## config.mk

```make
export PLATFORM = sky130hd
export DESIGN_NAME = cep_top
export DESIGN_NICKNAME = d
export VERILOG_FILES = /design/src/rtl/cep_pkg.sv /design/src/rtl/cep_pick.sv /design/src/rtl/cep_sync.sv /design/src/rtl/cep_top.sv
export SDC_FILE = /design/constraint.sdc
export NUM_CORES = 1
export LEC_CHECK = 0
export ABC_AREA = 1
export BUFFER_PORTS_ARGS = -buffer_cell sky130_fd_sc_hd__buf_2
export CAP_MARGIN = 20
export CORE_AREA = 4 4 83 85
export DETAILED_ROUTE_END_ITERATION = 10
export DIE_AREA = 0 0 87 89
export GPL_TIMING_DRIVEN = 0
export PLACE_DENSITY = 0.7
export SYNTH_ARGS = -nofsm -noshare
export SYNTH_HDL_FRONTEND = slang
export SYNTH_SLANG_ARGS = --single-unit
```

## constraint.sdc

```tcl
create_clock -name i_clk -period 1.66 [get_ports i_clk]
set_input_delay 0.332 -clock i_clk [delete_from_list [all_inputs] [get_ports i_clk]]
set_output_delay 0.332 -clock i_clk [all_outputs]
set_load 0.1 [all_outputs]
```

## src/rtl/cep_pkg.sv

```systemverilog
// package: ranks, cause codes and decode helpers of the exception prioritizer
// assumes: included before every design file that names cep_pkg::
package cep_pkg;

	// number of ranked request slots and the width of a rank index
	localparam int NUM_EXC = 22;
	localparam int RANK_W = 5;
	localparam int CAUSE_W = 5;
	localparam int SW_IRQ_W = 2;
	localparam int COPRO_N = 4;
	localparam int COPRO_W = 2;
	// pin bit positions inside the synchroniser bundle
	localparam int PIN_MASTER_CLEAR_N = 0;
	localparam int PIN_DEBUG_INTERRUPT = 1;
	localparam int PIN_NMI = 2;
	localparam int PIN_W = 3;
	localparam logic [PIN_W-1:0] PIN_INIT = 3'h0;

	// slot 0 is taken first, slot 21 last
	typedef enum logic [RANK_W-1:0] {
		RK_RESET = 5'h00, RK_SSTEP = 5'h01, RK_DBGINT = 5'h02, RK_NMI = 5'h03,
		RK_INT = 5'h04, RK_IBRK = 5'h05, RK_FMIS = 5'h06, RK_FBUS = 5'h07,
		RK_DBGOP = 5'h08, RK_KCALL = 5'h09, RK_SWBRK = 5'h0A, RK_UNDEF = 5'h0B,
		RK_COPRO = 5'h0C, RK_EXTDIS = 5'h0D, RK_WRAP = 5'h0E, RK_TRAP = 5'h0F,
		RK_DSTORE = 5'h10, RK_DLADDR = 5'h11, RK_LMIS = 5'h12, RK_SMIS = 5'h13,
		RK_LSBUS = 5'h14, RK_LDATA = 5'h15, RK_NONE = 5'h1F
	} cep_rank_e;

	// fetch and load address errors share one cause, as do both load breakpoints
	typedef enum logic [CAUSE_W-1:0] {
		CA_NONE = 5'h00, CA_RESET = 5'h01, CA_SSTEP = 5'h02, CA_DBGINT = 5'h03,
		CA_NMI = 5'h04, CA_INT = 5'h05, CA_IBRK = 5'h06, CA_ADDR_LOAD = 5'h07,
		CA_FBUS = 5'h08, CA_DBGOP = 5'h09, CA_KCALL = 5'h0A, CA_SWBRK = 5'h0B,
		CA_UNDEF = 5'h0C, CA_COPRO = 5'h0D, CA_EXTDIS = 5'h0E, CA_WRAP = 5'h0F,
		CA_TRAP = 5'h10, CA_DSTORE = 5'h11, CA_DLOAD = 5'h12, CA_SMIS = 5'h13,
		CA_LSBUS = 5'h14
	} cep_cause_e;

	function automatic cep_cause_e cause_of(input cep_rank_e rk);
		unique case (rk)
			RK_RESET: cause_of = CA_RESET;
			RK_SSTEP: cause_of = CA_SSTEP;
			RK_DBGINT: cause_of = CA_DBGINT;
			RK_NMI: cause_of = CA_NMI;
			RK_INT: cause_of = CA_INT;
			RK_IBRK: cause_of = CA_IBRK;
			RK_FMIS, RK_LMIS: cause_of = CA_ADDR_LOAD;
			RK_FBUS: cause_of = CA_FBUS;
			RK_DBGOP: cause_of = CA_DBGOP;
			RK_KCALL: cause_of = CA_KCALL;
			RK_SWBRK: cause_of = CA_SWBRK;
			RK_UNDEF: cause_of = CA_UNDEF;
			RK_COPRO: cause_of = CA_COPRO;
			RK_EXTDIS: cause_of = CA_EXTDIS;
			RK_WRAP: cause_of = CA_WRAP;
			RK_TRAP: cause_of = CA_TRAP;
			RK_DSTORE: cause_of = CA_DSTORE;
			RK_DLADDR, RK_LDATA: cause_of = CA_DLOAD;
			RK_SMIS: cause_of = CA_SMIS;
			RK_LSBUS: cause_of = CA_LSBUS;
			default: cause_of = CA_NONE;
		endcase
	endfunction

	function automatic logic is_debug(input cep_rank_e rk);
		is_debug = (rk == RK_SSTEP) || (rk == RK_DBGINT) || (rk == RK_IBRK) ||
			(rk == RK_DBGOP) || (rk == RK_DSTORE) || (rk == RK_DLADDR) || (rk == RK_LDATA);
	endfunction

endpackage

```

## src/rtl/cep_pick.sv

```systemverilog
// fixed-priority picker: lowest set index wins
// assumes: request vector and result are both on the caller's clock
`timescale 1ns/100ps
`default_nettype none
module cep_pick #(
	parameter int N = 22,
	parameter int IW = 5
) (
	// requests
	input wire logic [N-1:0] i_req,
	// result
	output logic o_any,
	output logic [IW-1:0] o_idx
);
	initial begin
		if (N < 1 || N > (1 << IW)) $error("cep_pick: N does not fit IW");
	end

	// scan downward so the lowest index is assigned last
	always_comb begin
		o_any = |i_req;
		o_idx = '1;
		for (int i = N - 1; i >= 0; i--) begin
			if (i_req[i]) o_idx = IW'(i);
		end
	end
endmodule // cep_pick
`default_nettype wire

```

## src/rtl/cep_sync.sv

```systemverilog
// two-flop synchroniser for a bundle of pin levels
// assumes: inputs are asynchronous levels held much longer than a clock
`timescale 1ns/100ps
`default_nettype none
module cep_sync #(
	parameter int W = 1,
	parameter logic [W-1:0] INIT = '0
) (
	// clock and reset
	input wire logic i_clk,
	input wire logic i_rstn,
	// pins in, synchronised levels out
	input wire logic [W-1:0] i_async,
	output logic [W-1:0] o_sync
);
	logic [W-1:0] meta;

	initial begin
		if (W < 1) $error("cep_sync: W must be at least 1");
	end

	// meta is read by the second stage only
	always_ff @(posedge i_clk or negedge i_rstn) begin
		if (!i_rstn) begin
			meta <= INIT;
			o_sync <= INIT;
		end else begin
			meta <= i_async;
			o_sync <= meta;
		end
	end
endmodule // cep_sync
`default_nettype wire

```

## src/rtl/cep_top.sv

```systemverilog
// exception prioritizer of a 32-bit core: gathers reset, debug, nmi,
// interrupt, fetch, execute and load/store conditions and presents one.
// assumes: pipeline condition inputs share i_clk and are held as levels
// until the exception is taken; reset, debug and nmi pins are asynchronous.
//
// Overview of operation
// - master clear or power-on gives reset exception
// - master clear input low resets the device
// - only highest-ranked pending exception is taken
// - single step after each step-mode instruction
// - debug interrupt from pin or break request
// - nmi ranks below debug interrupt
// - unmasked interrupt request raises interrupt exception
// - instruction breakpoint match ranks below interrupts
// - misaligned or protected fetch raises address error
// - fetch bus error ranks below fetch address
// - debug opcode, kernel call, break opcode follow
// - reserved encoding raises undefined opcode exception
// - disabled coprocessor instruction raises unusable exception
// - disabled extension instruction raises its exception
// - arithmetic overflow raises wrap exception
// - trap only when its condition holds
// - data address breakpoints rank above load errors
// - misaligned or protected load raises address error
// - misaligned or protected store raises store error
// - load or store bus error ranks second last
// - load data breakpoint is lowest ranked
`timescale 1ns/100ps
`default_nettype none
module cep_top #(
	parameter int HW_IRQ_W = 6
) (
	// clock and power-on reset
	input wire logic i_clk,
	input wire logic i_rstn,
	// asynchronous pins
	input wire logic i_master_clear_n,
	input wire logic i_debug_interrupt_pin,
	input wire logic i_nmi_pin,
	// debug control from the core side
	input wire logic i_debug_break_request_bit,
	input wire logic i_single_step_en,
	input wire logic i_instr_retire,
	// interrupt controller
	input wire logic [HW_IRQ_W-1:0] i_hw_irq,
	input wire logic [cep_pkg::SW_IRQ_W-1:0] i_sw_irq,
	input wire logic [HW_IRQ_W+cep_pkg::SW_IRQ_W-1:0] i_irq_mask,
	input wire logic i_irq_global_en,
	// fetch stage
	input wire logic i_fetch_valid,
	input wire logic i_ibrk_match,
	input wire logic i_fetch_misalign,
	input wire logic i_fetch_protected,
	input wire logic i_fetch_bus_err,
	// execute stage
	input wire logic i_exec_valid,
	input wire logic i_op_debug_breakpoint,
	input wire logic i_op_kernel_call,
	input wire logic i_op_sw_break,
	input wire logic i_op_reserved,
	input wire logic i_op_copro,
	input wire logic [cep_pkg::COPRO_W-1:0] i_copro_num,
	input wire logic [cep_pkg::COPRO_N-1:0] i_copro_enable,
	input wire logic i_op_ext,
	input wire logic i_ext_enable,
	input wire logic i_arith_overflow,
	input wire logic i_op_trap,
	input wire logic i_trap_cond,
	// load/store stage
	input wire logic i_mem_valid,
	input wire logic i_mem_store,
	input wire logic i_dbrk_addr_match,
	input wire logic i_mem_misalign,
	input wire logic i_mem_protected,
	input wire logic i_mem_bus_err,
	input wire logic i_dbrk_load_data_match,
	// acknowledge from the pipeline
	input wire logic i_exc_taken,
	// presented exception
	output logic o_exc_valid,
	output cep_pkg::cep_rank_e o_exc_rank,
	output cep_pkg::cep_cause_e o_exc_cause,
	output logic o_exc_debug,
	output logic [cep_pkg::NUM_EXC-1:0] o_pending,
	output logic o_core_reset_n
);
	localparam int IRQ_W = HW_IRQ_W + cep_pkg::SW_IRQ_W;

	// the debug interrupt and nmi sticky sources fire on the sampled rising edge only
	function automatic logic rose_now(input logic now, input logic was);
		rose_now = now && !was;
	endfunction

	// a presented rank is consumed when the pipeline acknowledges it
	function automatic logic taking(input logic ack, input logic shown,
		input cep_pkg::cep_rank_e at, input cep_pkg::cep_rank_e want);
		taking = ack && shown && (at == want);
	endfunction

	// misaligned and protected accesses raise the same address error
	function automatic logic addr_bad(input logic mis, input logic prot);
		addr_bad = mis || prot;
	endfunction

	logic [cep_pkg::PIN_W-1:0] pins_raw;
	logic [cep_pkg::PIN_W-1:0] pins_s;
	logic master_clear_n_n_s;
	logic debug_interrupt_pin_s;
	logic nmi_pin_s;
	logic debug_interrupt_pin_d;
	logic nmi_pin_d;
	logic brk_req_d;
	logic in_reset;
	logic sstep_pend;
	logic debug_interrupt_pend;
	logic nmi_pend;
	logic take_sstep;
	logic take_debug_interrupt;
	logic take_nmi;
	logic sstep_eff;
	logic debug_interrupt_eff;
	logic nmi_eff;
	logic irq_any;
	logic [IRQ_W-1:0] irq_hit;
	logic fetch_addr_bad;
	logic mem_addr_bad;
	logic f_ok;
	logic x_ok;
	logic m_load;
	logic m_store;
	logic copro_off;
	logic [cep_pkg::NUM_EXC-1:0] req;
	logic pick_any;
	logic [cep_pkg::RANK_W-1:0] pick_idx;
	cep_pkg::cep_rank_e next_rank;

	initial begin
		if (HW_IRQ_W < 1) $error("cep_top: HW_IRQ_W must be at least 1");
		if (cep_pkg::COPRO_N != (1 << cep_pkg::COPRO_W)) $error("cep_top: copro width");
		if (cep_pkg::NUM_EXC != int'(cep_pkg::RK_LDATA) + 1) $error("cep_top: rank count");
		if (cep_pkg::NUM_EXC > (1 << cep_pkg::RANK_W)) $error("cep_top: rank width");
		if (cep_pkg::PIN_NMI >= cep_pkg::PIN_W) $error("cep_top: pin bundle width");
	end

	// pins cross into i_clk before anything looks at them
	assign pins_raw[cep_pkg::PIN_MASTER_CLEAR_N] = i_master_clear_n;
	assign pins_raw[cep_pkg::PIN_DEBUG_INTERRUPT] = i_debug_interrupt_pin;
	assign pins_raw[cep_pkg::PIN_NMI] = i_nmi_pin;

	cep_sync #(
		.W(cep_pkg::PIN_W),
		.INIT(cep_pkg::PIN_INIT)
	) u_sync (
		.i_clk(i_clk),
		.i_rstn(i_rstn),
		.i_async(pins_raw),
		.o_sync(pins_s)
	);

	assign master_clear_n_n_s = pins_s[cep_pkg::PIN_MASTER_CLEAR_N];
	assign debug_interrupt_pin_s = pins_s[cep_pkg::PIN_DEBUG_INTERRUPT];
	assign nmi_pin_s = pins_s[cep_pkg::PIN_NMI];

	// master clear starts synchronised low, so power-on also shows as reset
	assign in_reset = !master_clear_n_n_s;

	// device-wide reset out, low while master clear is held
	always_ff @(posedge i_clk or negedge i_rstn) begin
		if (!i_rstn) begin
			o_core_reset_n <= 1'b0;
		end else begin
			o_core_reset_n <= master_clear_n_n_s;
		end
	end

	// previous values for edge detection of the event sources
	always_ff @(posedge i_clk or negedge i_rstn) begin
		if (!i_rstn) begin
			debug_interrupt_pin_d <= 1'b0;
			nmi_pin_d <= 1'b0;
			brk_req_d <= 1'b0;
		end else begin
			debug_interrupt_pin_d <= debug_interrupt_pin_s;
			nmi_pin_d <= nmi_pin_s;
			brk_req_d <= i_debug_break_request_bit;
		end
	end

	// a sticky event is consumed only when its own rank is taken
	assign take_sstep = taking(i_exc_taken, o_exc_valid, o_exc_rank, cep_pkg::RK_SSTEP);
	assign take_debug_interrupt = taking(i_exc_taken, o_exc_valid, o_exc_rank, cep_pkg::RK_DBGINT);
	assign take_nmi = taking(i_exc_taken, o_exc_valid, o_exc_rank, cep_pkg::RK_NMI);

	// single step: armed by every retired instruction while stepping
	always_ff @(posedge i_clk or negedge i_rstn) begin
		if (!i_rstn) begin
			sstep_pend <= 1'b0;
		end else if (in_reset) begin
			sstep_pend <= 1'b0;
		end else if (i_single_step_en && i_instr_retire) begin
			sstep_pend <= 1'b1;
		end else if (take_sstep) begin
			sstep_pend <= 1'b0;
		end
	end

	// debug interrupt: rising pin or rising break request bit; set beats clear
	always_ff @(posedge i_clk or negedge i_rstn) begin
		if (!i_rstn) begin
			debug_interrupt_pend <= 1'b0;
		end else if (in_reset) begin
			debug_interrupt_pend <= 1'b0;
		end else if (rose_now(debug_interrupt_pin_s, debug_interrupt_pin_d) ||
			rose_now(i_debug_break_request_bit, brk_req_d)) begin
			debug_interrupt_pend <= 1'b1;
		end else if (take_debug_interrupt) begin
			debug_interrupt_pend <= 1'b0;
		end
	end

	// nmi is edge-caught so a short pulse is not lost behind debug events
	always_ff @(posedge i_clk or negedge i_rstn) begin
		if (!i_rstn) begin
			nmi_pend <= 1'b0;
		end else if (in_reset) begin
			nmi_pend <= 1'b0;
		end else if (rose_now(nmi_pin_s, nmi_pin_d)) begin
			nmi_pend <= 1'b1;
		end else if (take_nmi) begin
			nmi_pend <= 1'b0;
		end
	end

	// hide a flag in the cycle it is being consumed, else it shows twice
	assign sstep_eff = sstep_pend && !take_sstep;
	assign debug_interrupt_eff = debug_interrupt_pend && !take_debug_interrupt;
	assign nmi_eff = nmi_pend && !take_nmi;

	// interrupts are levels owned by the controller; no latching here
	assign irq_hit = {i_sw_irq, i_hw_irq} & i_irq_mask;
	assign irq_any = i_irq_global_en && |irq_hit;

	// stage qualifiers
	assign f_ok = i_fetch_valid;
	assign x_ok = i_exec_valid;
	assign m_load = i_mem_valid && !i_mem_store;
	assign m_store = i_mem_valid && i_mem_store;
	assign copro_off = !i_copro_enable[i_copro_num];
	// fetch and data sides keep separate address checks
	assign fetch_addr_bad = addr_bad(i_fetch_misalign, i_fetch_protected);
	assign mem_addr_bad = addr_bad(i_mem_misalign, i_mem_protected);

	// request vector, one slot per rank
	always_comb begin
		req = '0;
		req[cep_pkg::RK_RESET] = in_reset;
		req[cep_pkg::RK_SSTEP] = sstep_eff;
		req[cep_pkg::RK_DBGINT] = debug_interrupt_eff;
		req[cep_pkg::RK_NMI] = nmi_eff;
		req[cep_pkg::RK_INT] = irq_any;
		req[cep_pkg::RK_IBRK] = f_ok && i_ibrk_match;
		req[cep_pkg::RK_FMIS] = f_ok && fetch_addr_bad;
		req[cep_pkg::RK_FBUS] = f_ok && i_fetch_bus_err;
		req[cep_pkg::RK_DBGOP] = x_ok && i_op_debug_breakpoint;
		req[cep_pkg::RK_KCALL] = x_ok && i_op_kernel_call;
		req[cep_pkg::RK_SWBRK] = x_ok && i_op_sw_break;
		req[cep_pkg::RK_UNDEF] = x_ok && i_op_reserved;
		req[cep_pkg::RK_COPRO] = x_ok && i_op_copro && copro_off;
		req[cep_pkg::RK_EXTDIS] = x_ok && i_op_ext && !i_ext_enable;
		req[cep_pkg::RK_WRAP] = x_ok && i_arith_overflow;
		req[cep_pkg::RK_TRAP] = x_ok && i_op_trap && i_trap_cond;
		// an access is either a load or a store, so these two never collide
		req[cep_pkg::RK_DSTORE] = m_store && i_dbrk_addr_match;
		req[cep_pkg::RK_DLADDR] = m_load && i_dbrk_addr_match;
		req[cep_pkg::RK_LMIS] = m_load && mem_addr_bad;
		req[cep_pkg::RK_SMIS] = m_store && mem_addr_bad;
		req[cep_pkg::RK_LSBUS] = i_mem_valid && i_mem_bus_err;
		req[cep_pkg::RK_LDATA] = m_load && i_dbrk_load_data_match;
	end

	cep_pick #(
		.N(cep_pkg::NUM_EXC),
		.IW(cep_pkg::RANK_W)
	) u_pick (
		.i_req(req),
		.o_any(pick_any),
		.o_idx(pick_idx)
	);

	// only the winner goes out; the rest stay pending at their source
	always_comb begin
		if (pick_any) begin
			next_rank = cep_pkg::cep_rank_e'(pick_idx);
		end else begin
			next_rank = cep_pkg::RK_NONE;
		end
	end

	// presented exception, registered; reset shows from power-on onward
	always_ff @(posedge i_clk or negedge i_rstn) begin
		if (!i_rstn) begin
			o_exc_valid <= 1'b1;
			o_exc_rank <= cep_pkg::RK_RESET;
			o_exc_cause <= cep_pkg::CA_RESET;
			o_exc_debug <= 1'b0;
		end else begin
			o_exc_valid <= pick_any;
			o_exc_rank <= next_rank;
			o_exc_cause <= cep_pkg::cause_of(next_rank);
			o_exc_debug <= cep_pkg::is_debug(next_rank);
		end
	end

	// snapshot of every raised condition, for observation
	always_ff @(posedge i_clk or negedge i_rstn) begin
		if (!i_rstn) begin
			o_pending <= '0;
		end else begin
			o_pending <= req;
		end
	end
endmodule // cep_top
`default_nettype wire

```

==> impl_metrics.csv, run 1 <==
group,metric,value,unit
outcome,run_status,"complete, but fails checks",
outcome,failed_checks,"negative setup slack",
logic_synthesis,synth_area_leader_cell,"dfrtp_1",
setup_path,slowest_delay,0.62,ns
logic_synthesis,synth_edf_count,0,
logic_synthesis,synth.distinct_cells,30,
place,port_buffers,88,
logic_synthesis,ys_async_sr_fraction,100.0,%
route,drtAntennaViolNets,0,
route,routed_via_density,4.390,
route,wl_met1,1.873,mm
sta,timing.hold.ws,0.01274,ns
power_and_ir_drop,power.leakage,0.001654,uW
cts,clock_latency,0.30,ns
finish,syn2layout_area_growth,41.73,%
setup_path,r2r_end,"o_exc_debug",
setup_path,arrival,2.28,ns
route,drc_errors,0,
run,cap_violations,0,
finish,antenna_cells,0,
logic_synthesis,synth_top_family_by_area,"simple AND/OR/NAND/NOR gates",
sta,min_period,2.048,ns
setup_path,r2r_start,"o_exc_valid",
cts,cts_buffer_depth,2,
power_and_ir_drop,peakVddDrop,0.6693,mV
sta,max_slew_margin,62.83,%
logic_synthesis,netlist_area,2027,sq um
sta,tightest_slew,0.5576,ns
setup_path,crit_start,"o_exc_valid",
floorplanning,die_h,89,um
floorplanning,io_pins,90,
global_routing,grt_pass1_vias,1798,
sta,slew_violations,0,
setup_path,worstSetupEndpointType,"register",
finish,fin_nets,380,
cts,cts_root_buffer,"clkbuf_8",
sta,hold_viol,0,
finish,multi_input_area,734.5,sq um
logic_synthesis,synthXorXnorAreaFrac,0.4321,%
setup_path,cp_max_fo,5,
floorplanning,dieArea,7743,sq um
finish,layout-drive-gt1-share,46.93,%
setup_path,worstSetupPathType,"register to register",
sta,finalCritPeriodShare,123.4,%
setup_path,crit_path_cell_trace,"nand4_1 > nor3_2 > nor2_2 > nor2_4 > nand3_4 > nor2_4 > inv_4 > nor2_8 > inv_4 > nor3_4 > nand2_1 > nand2_1 > inv_1 > nand3_1",
logic_synthesis,yosysTopAreaCellShare,55.56,%
place,place_area,2597,sq um
setup_path,path_buf_inv,3,
cts,cts.sinks,47,
finish,fin_area,2873,sq um
finish,final.fill_count,608,
sta,finalSetupTns,-2.340,ns
logic_synthesis,synth_mux_area_share,0,%
floorplanning,die_w,87,um
sta,fin_skew,0.008274,ns
logic_synthesis,yosysWarnings,0,
logic_synthesis,syn_nets,274,
global_routing,grt.overflow.total,0,
route,highest_layer,"met4",
setup_path,startpoint_type,"register",
route,wire_per_inst,11.79,um
setup_path,reg2reg_slack,-0.39,ns
route,routed_wl,4.752,mm
global_routing,grt_usage,12.91,%
route,wl_met2,2.437,mm
cts,holdBufCountCts,0,
power_and_ir_drop,p_per_area,1084,nW/um^2
global_routing,grt_pass1_wl,7.831,mm
logic_synthesis,ys_seq_elements,47,
sta,grt_setup_unrepaired,"true",
logic_synthesis,syn_inst,219,
place,place.gp.congestion,0.8696,
logic_synthesis,synthTopCellsByArea,"dfrtp_1, nand2_1, inv_1",
route,wl_met3,397,um
logic_synthesis,ys_seq_area_share,58.15,%
route,drt_pass1_iterations,5,
route,drt_iter0_drc,53,
place,dp_hpwl,3.804,mm
logic_synthesis,synth-compound-area-share,6.914,%
floorplanning,rows,29,
power_and_ir_drop,power,3115,uW
logic_synthesis,synth_fa_ha_area_share,0,%
setup_path,slowest_stage,"dfstp_4",
sta,finalSetupViolCount,12,
floorplanning,start_util,32.67,%
global_routing,grt_max_degree,48,
finish,regArea,1196,sq um
logic_synthesis,synth-simple-area-share,26.54,%
setup_path,crit_family,"simple AND/OR/NAND/NOR gates",
floorplanning,core_area,6205,sq um
setup_path,required,1.89,ns
sta,fmax,0.4883,GHz
cts,numCtsBuffers,5,
setup_path,reg2reg_depth,14,
cts,cts_tree,"yes",
cts,clk_pin_slew,0.09,ns
global_routing,antenna_found_initial,0,
hold_path,holdCritPathClass,"input pin to asynchronous set/reset pin",
logic_synthesis,synthFlopType,"dfrtp_1",
sta,worst_slack,-0.3880,ns
route,via_count,1769,
cts,htreeDepth,2,
logic_synthesis,synth.avg_cell_area,9.255,sq um
-- where the power goes --
| group | switching, uW | internal (uW) |
|---|---|---|
| Clock | 374 | 600 |
| Sequential | 26.4 | 1220 |
| Combinational | 688 | 203 |
| Total | 1090 | 2030 |
-- logic make-up (layout without fill, tap and decap cells) --
family	Yosys count	in the layout
simple gates	108	108
flops	47	47
buf+inv	42	149
compound gates	21	21
xor+xnor	1	1
-- cells in the final DEF (no fill, tap or decap), types with 6 or more instances in the layout --
cell,netlist,layout
nor2_2,6,7
buf_2,0,88
inv_1,34,32
nand3_1,7,6
buf_4,1,11
inv_2,7,7
o21ai_1,5,6
nor2_1,24,20
nand2_1,50,50
dfrtp_1,45,40
a21oi_1,6,6
-- layout make-up --
type | count | area share [%]
Buffer | 1 | 0.2613
Clock buffer | 5 | 2.395
Clock inverter | 3 | 2.352
Inverter | 41 | 5.531
Multi-Input combinational cell | 130 | 25.57
Sequential cell | 47 | 41.64
Tap cell | 77 | 3.354
Timing Repair Buffer | 99 | 18.90
-- timing repair --
action                                  CTS  global route
gates resized for setup                   7             4
buffers inserted                          9             1
pin swaps                                 0             2
endpoints found under the setup margin   10            14
cloned                                    0             0
-- state kept, by name, summed over array words and instances (netlist names), 3 cells and up --
signal         count
o_exc_cause        5
o_exc_rank         5
o_pending         22
u_sync.o_sync      3
u_sync.meta        3
-- synth_stat cells (5+ instances only) --
library cell  instances
a21oi_1               6
nand2_2               5
dfrtp_1              45
inv_2                 7
nor2_1               24
nor2_2                6
nand2_1              50
nand3_1               7
o21ai_1               5
inv_1                34
nand4_1               5
-- metal layers --
| metal | up-vias | track usage (%) |
|---|---|---|
| met4 | 0 | 3.399 |
| met3 | 6 | 4.424 |
| met1 | 808 | 14.55 |
| met2 | 61 | 23.33 |
| li1 | 894 | - |
| met5 | - | 0 |
-- stage by stage --
| step | worst slack [ns] | cells | util [%] |
|---|---|---|---|
| after floorplan | -0.4597 | 219 | - |
| after global placement | -0.4755 | 384 | 41.86 |
| after detailed placement | -0.5148 | 384 | 41.86 |
| after CTS | -0.3872 | 401 | 45.53 |
| after global routing | -0.5676 | 403 | 46.30 |
| final | -0.3880 | 403 | 46.30 |
-- worst max-delay path by stage --
stage / to / cells after the start
2_1_floorplan: o_exc_debug / 14
3_3_place_gp: o_exc_cause[1] / 20
3_5_place_dp: o_exc_cause[2] / 13
4_1_cts: o_exc_cause[2] / 12
5_1_grt: o_exc_debug / 14
6_report: o_exc_debug / 14
No activity file was read; power rests on OpenSTA's default activity.
==> run 2: changes to the inputs <==
Settings changed: CORE_AREA 4 4 83 85 to 2 2 81 83, DIE_AREA 0 0 87 89 to 0 0 83 85, PLACE_DENSITY 0.7 to not set, PLACE_DENSITY_LB_ADDON set to 0.25.
==> impl_metrics.csv, run 2 (same netlist as run 1, synthesis figures left out) <==
group,metric,value,unit
outcome,run_status,"complete, but fails checks",
outcome,failed_checks,"negative setup slack",
sta,min_period,2.077,ns
sta,tightest_slew,0.5905,ns
sta,max_slew_margin,60.49,%
finish,syn2layout_area_growth,38.77,%
setup_path,reg2reg_slack,-0.42,ns
global_routing,grt_pass1_vias,1716,
sta,hold_viol,0,
finish,layout-drive-gt1-share,45.99,%
floorplanning,rows,29,
route,via_count,1758,
cts,numCtsBuffers,5,
cts,clk_pin_slew,0.09,ns
finish,largest_reg_flops,22,
finish,fin_area,2813,sq um
finish,top_regs,"o_pending x22, o_exc_cause x5, o_exc_rank x5",
floorplanning,core_area,6205,sq um
setup_path,r2r_start,"o_exc_valid",
route,wl_met3,298,um
cts,clock_latency,0.30,ns
place,dp_hpwl,3.481,mm
finish,fin_nets,378,
cts,cts_buffer_depth,2,
global_routing,grt_usage,13.00,%
finish,fin_util,45.33,%
power_and_ir_drop,p_per_area,998.2,nW/um^2
sta,slew_violations,0,
sta,grt_setup_unrepaired,"true",
cts,htreeDepth,2,
place,place_area,2597,sq um
run,cap_violations,0,
place,place.gp.congestion,0.8388,
route,drt_iter0_drc,58,
cts,cts.sinks,47,
setup_path,worstSetupPathType,"register to register",
global_routing,grt.overflow.total,0,
route,highest_layer,"met4",
power_and_ir_drop,power.leakage,0.001621,uW
route,routed_wl,4.500,mm
route,drt_pass1_iterations,4,
sta,fmax,0.4815,GHz
cts,cts_tree,"yes",
floorplanning,dieArea,7055,sq um
route,routed_via_density,4.384,
finish,final_common_cell,"buf_2",
floorplanning,die_w,83,um
route,drtAntennaViolNets,0,
sta,fin_skew,0.002899,ns
floorplanning,start_util,32.67,%
hold_path,holdCritPathClass,"input pin to asynchronous set/reset pin",
setup_path,startpoint_type,"register",
route,wire_per_inst,11.22,um
finish,most-common-layout-cells,"buf_2, nand2_1, dfrtp_1",
route,wl_met1,1.851,mm
cts,cts_root_buffer,"clkbuf_8",
finish,antenna_cells,0,
setup_path,arrival,2.31,ns
finish,top_register,"o_pending",
setup_path,cp_max_fo,3,
floorplanning,io_pins,90,
sta,worst_slack,-0.4167,ns
place,port_buffers,88,
global_routing,grt_pass1_wl,7.293,mm
sta,finalSetupViolCount,12,
setup_path,worstSetupEndpointType,"register",
route,drc_errors,0,
setup_path,reg2reg_depth,14,
setup_path,required,1.90,ns
global_routing,grt_max_degree,48,
sta,finalCritPeriodShare,125.1,%
power_and_ir_drop,peakVddDrop,0.5167,mV
setup_path,r2r_end,"o_exc_debug",
route,wl_met2,2.272,mm
floorplanning,die_h,85,um
global_routing,antenna_found_initial,0,
run 2: metal layers:
metal / vias to the layer above / global-route usage, %
li1: 888 / -
met1: 809 / 14.92
met2: 53 / 22.07
met3: 8 / 4.961
met4: 0 / 5.067
met5: - / 0
run 2: where the power goes:
group	switching (uW)	internal [uW]	leakage [uW]
Sequential	26.0	1220	0.000586
Clock	387	297	0.0000483
Combinational	681	193	0.000987
run 2: worst max-delay path by stage:
stage / slack [ns] / endpoint / from / depth (start not counted)
detailed placement: -0.50 / o_exc_cause[1] / i_copro_num[0] / 20
finish: -0.42 / o_exc_debug / o_exc_valid / 14
global route: -0.58 / o_exc_debug / o_exc_valid / 14
CTS: -0.42 / o_exc_debug / o_exc_valid / 14
global placement: -0.49 / o_exc_cause[1] / i_copro_enable[0] / 20
floorplan: -0.46 / o_exc_debug / o_exc_valid / 14
run 2: through the flow:
stage	setup slack (ns)	total power (uW)	hold WS, ns	setup TNS, ns	cells
floorplan	-0.4597	1916	0.03641	-2.803	219
global placement	-0.4863	2106	0.3317	-3.167	384
detailed placement	-0.5036	2115	0.3347	-3.494	384
CTS	-0.4229	2837	0.1252	-2.777	400
global route	-0.5769	2952	0.02810	-4.472	401
finish	-0.4167	2808	0.004775	-2.741	401
run 2: critical path, stage by stage (launching register included):
cell	delay, ns
dfstp_4	0.64
nand4_1	0.15
nor3_2	0.17
nor2_2	0.08
nor2_4	0.13
nand3_4	0.11
nor2_4	0.15
inv_4	0.06
nor2_8	0.10
inv_4	0.06
nor3_4	0.14
nand2_1	0.07
nand2_1	0.06
inv_1	0.03
nand3_1	0.06
run 2: cell type report:
cell class              count  area (sq um)
multi-input cells         130         734.5
fillers                   634          3392
plain buffers               1         7.507
flip-flops and latches     47          1196
inverters                  41         158.9
well taps                  77         96.34
repair buffers             97         531.8
clock buffers               5         68.82
clock inverters             3         18.77
run 2: repair_timing:
| item | 4_1_cts | 5_1_grt |
|---|---|---|
| hold buffers | 0 | 0 |
| pin swaps | 1 | 0 |
| resized for setup | 10 | 0 |
| hold endpoints to repair | 0 | 0 |
| endpoints found under the setup margin | 11 | 13 |
| setup buffers | 8 | 0 |
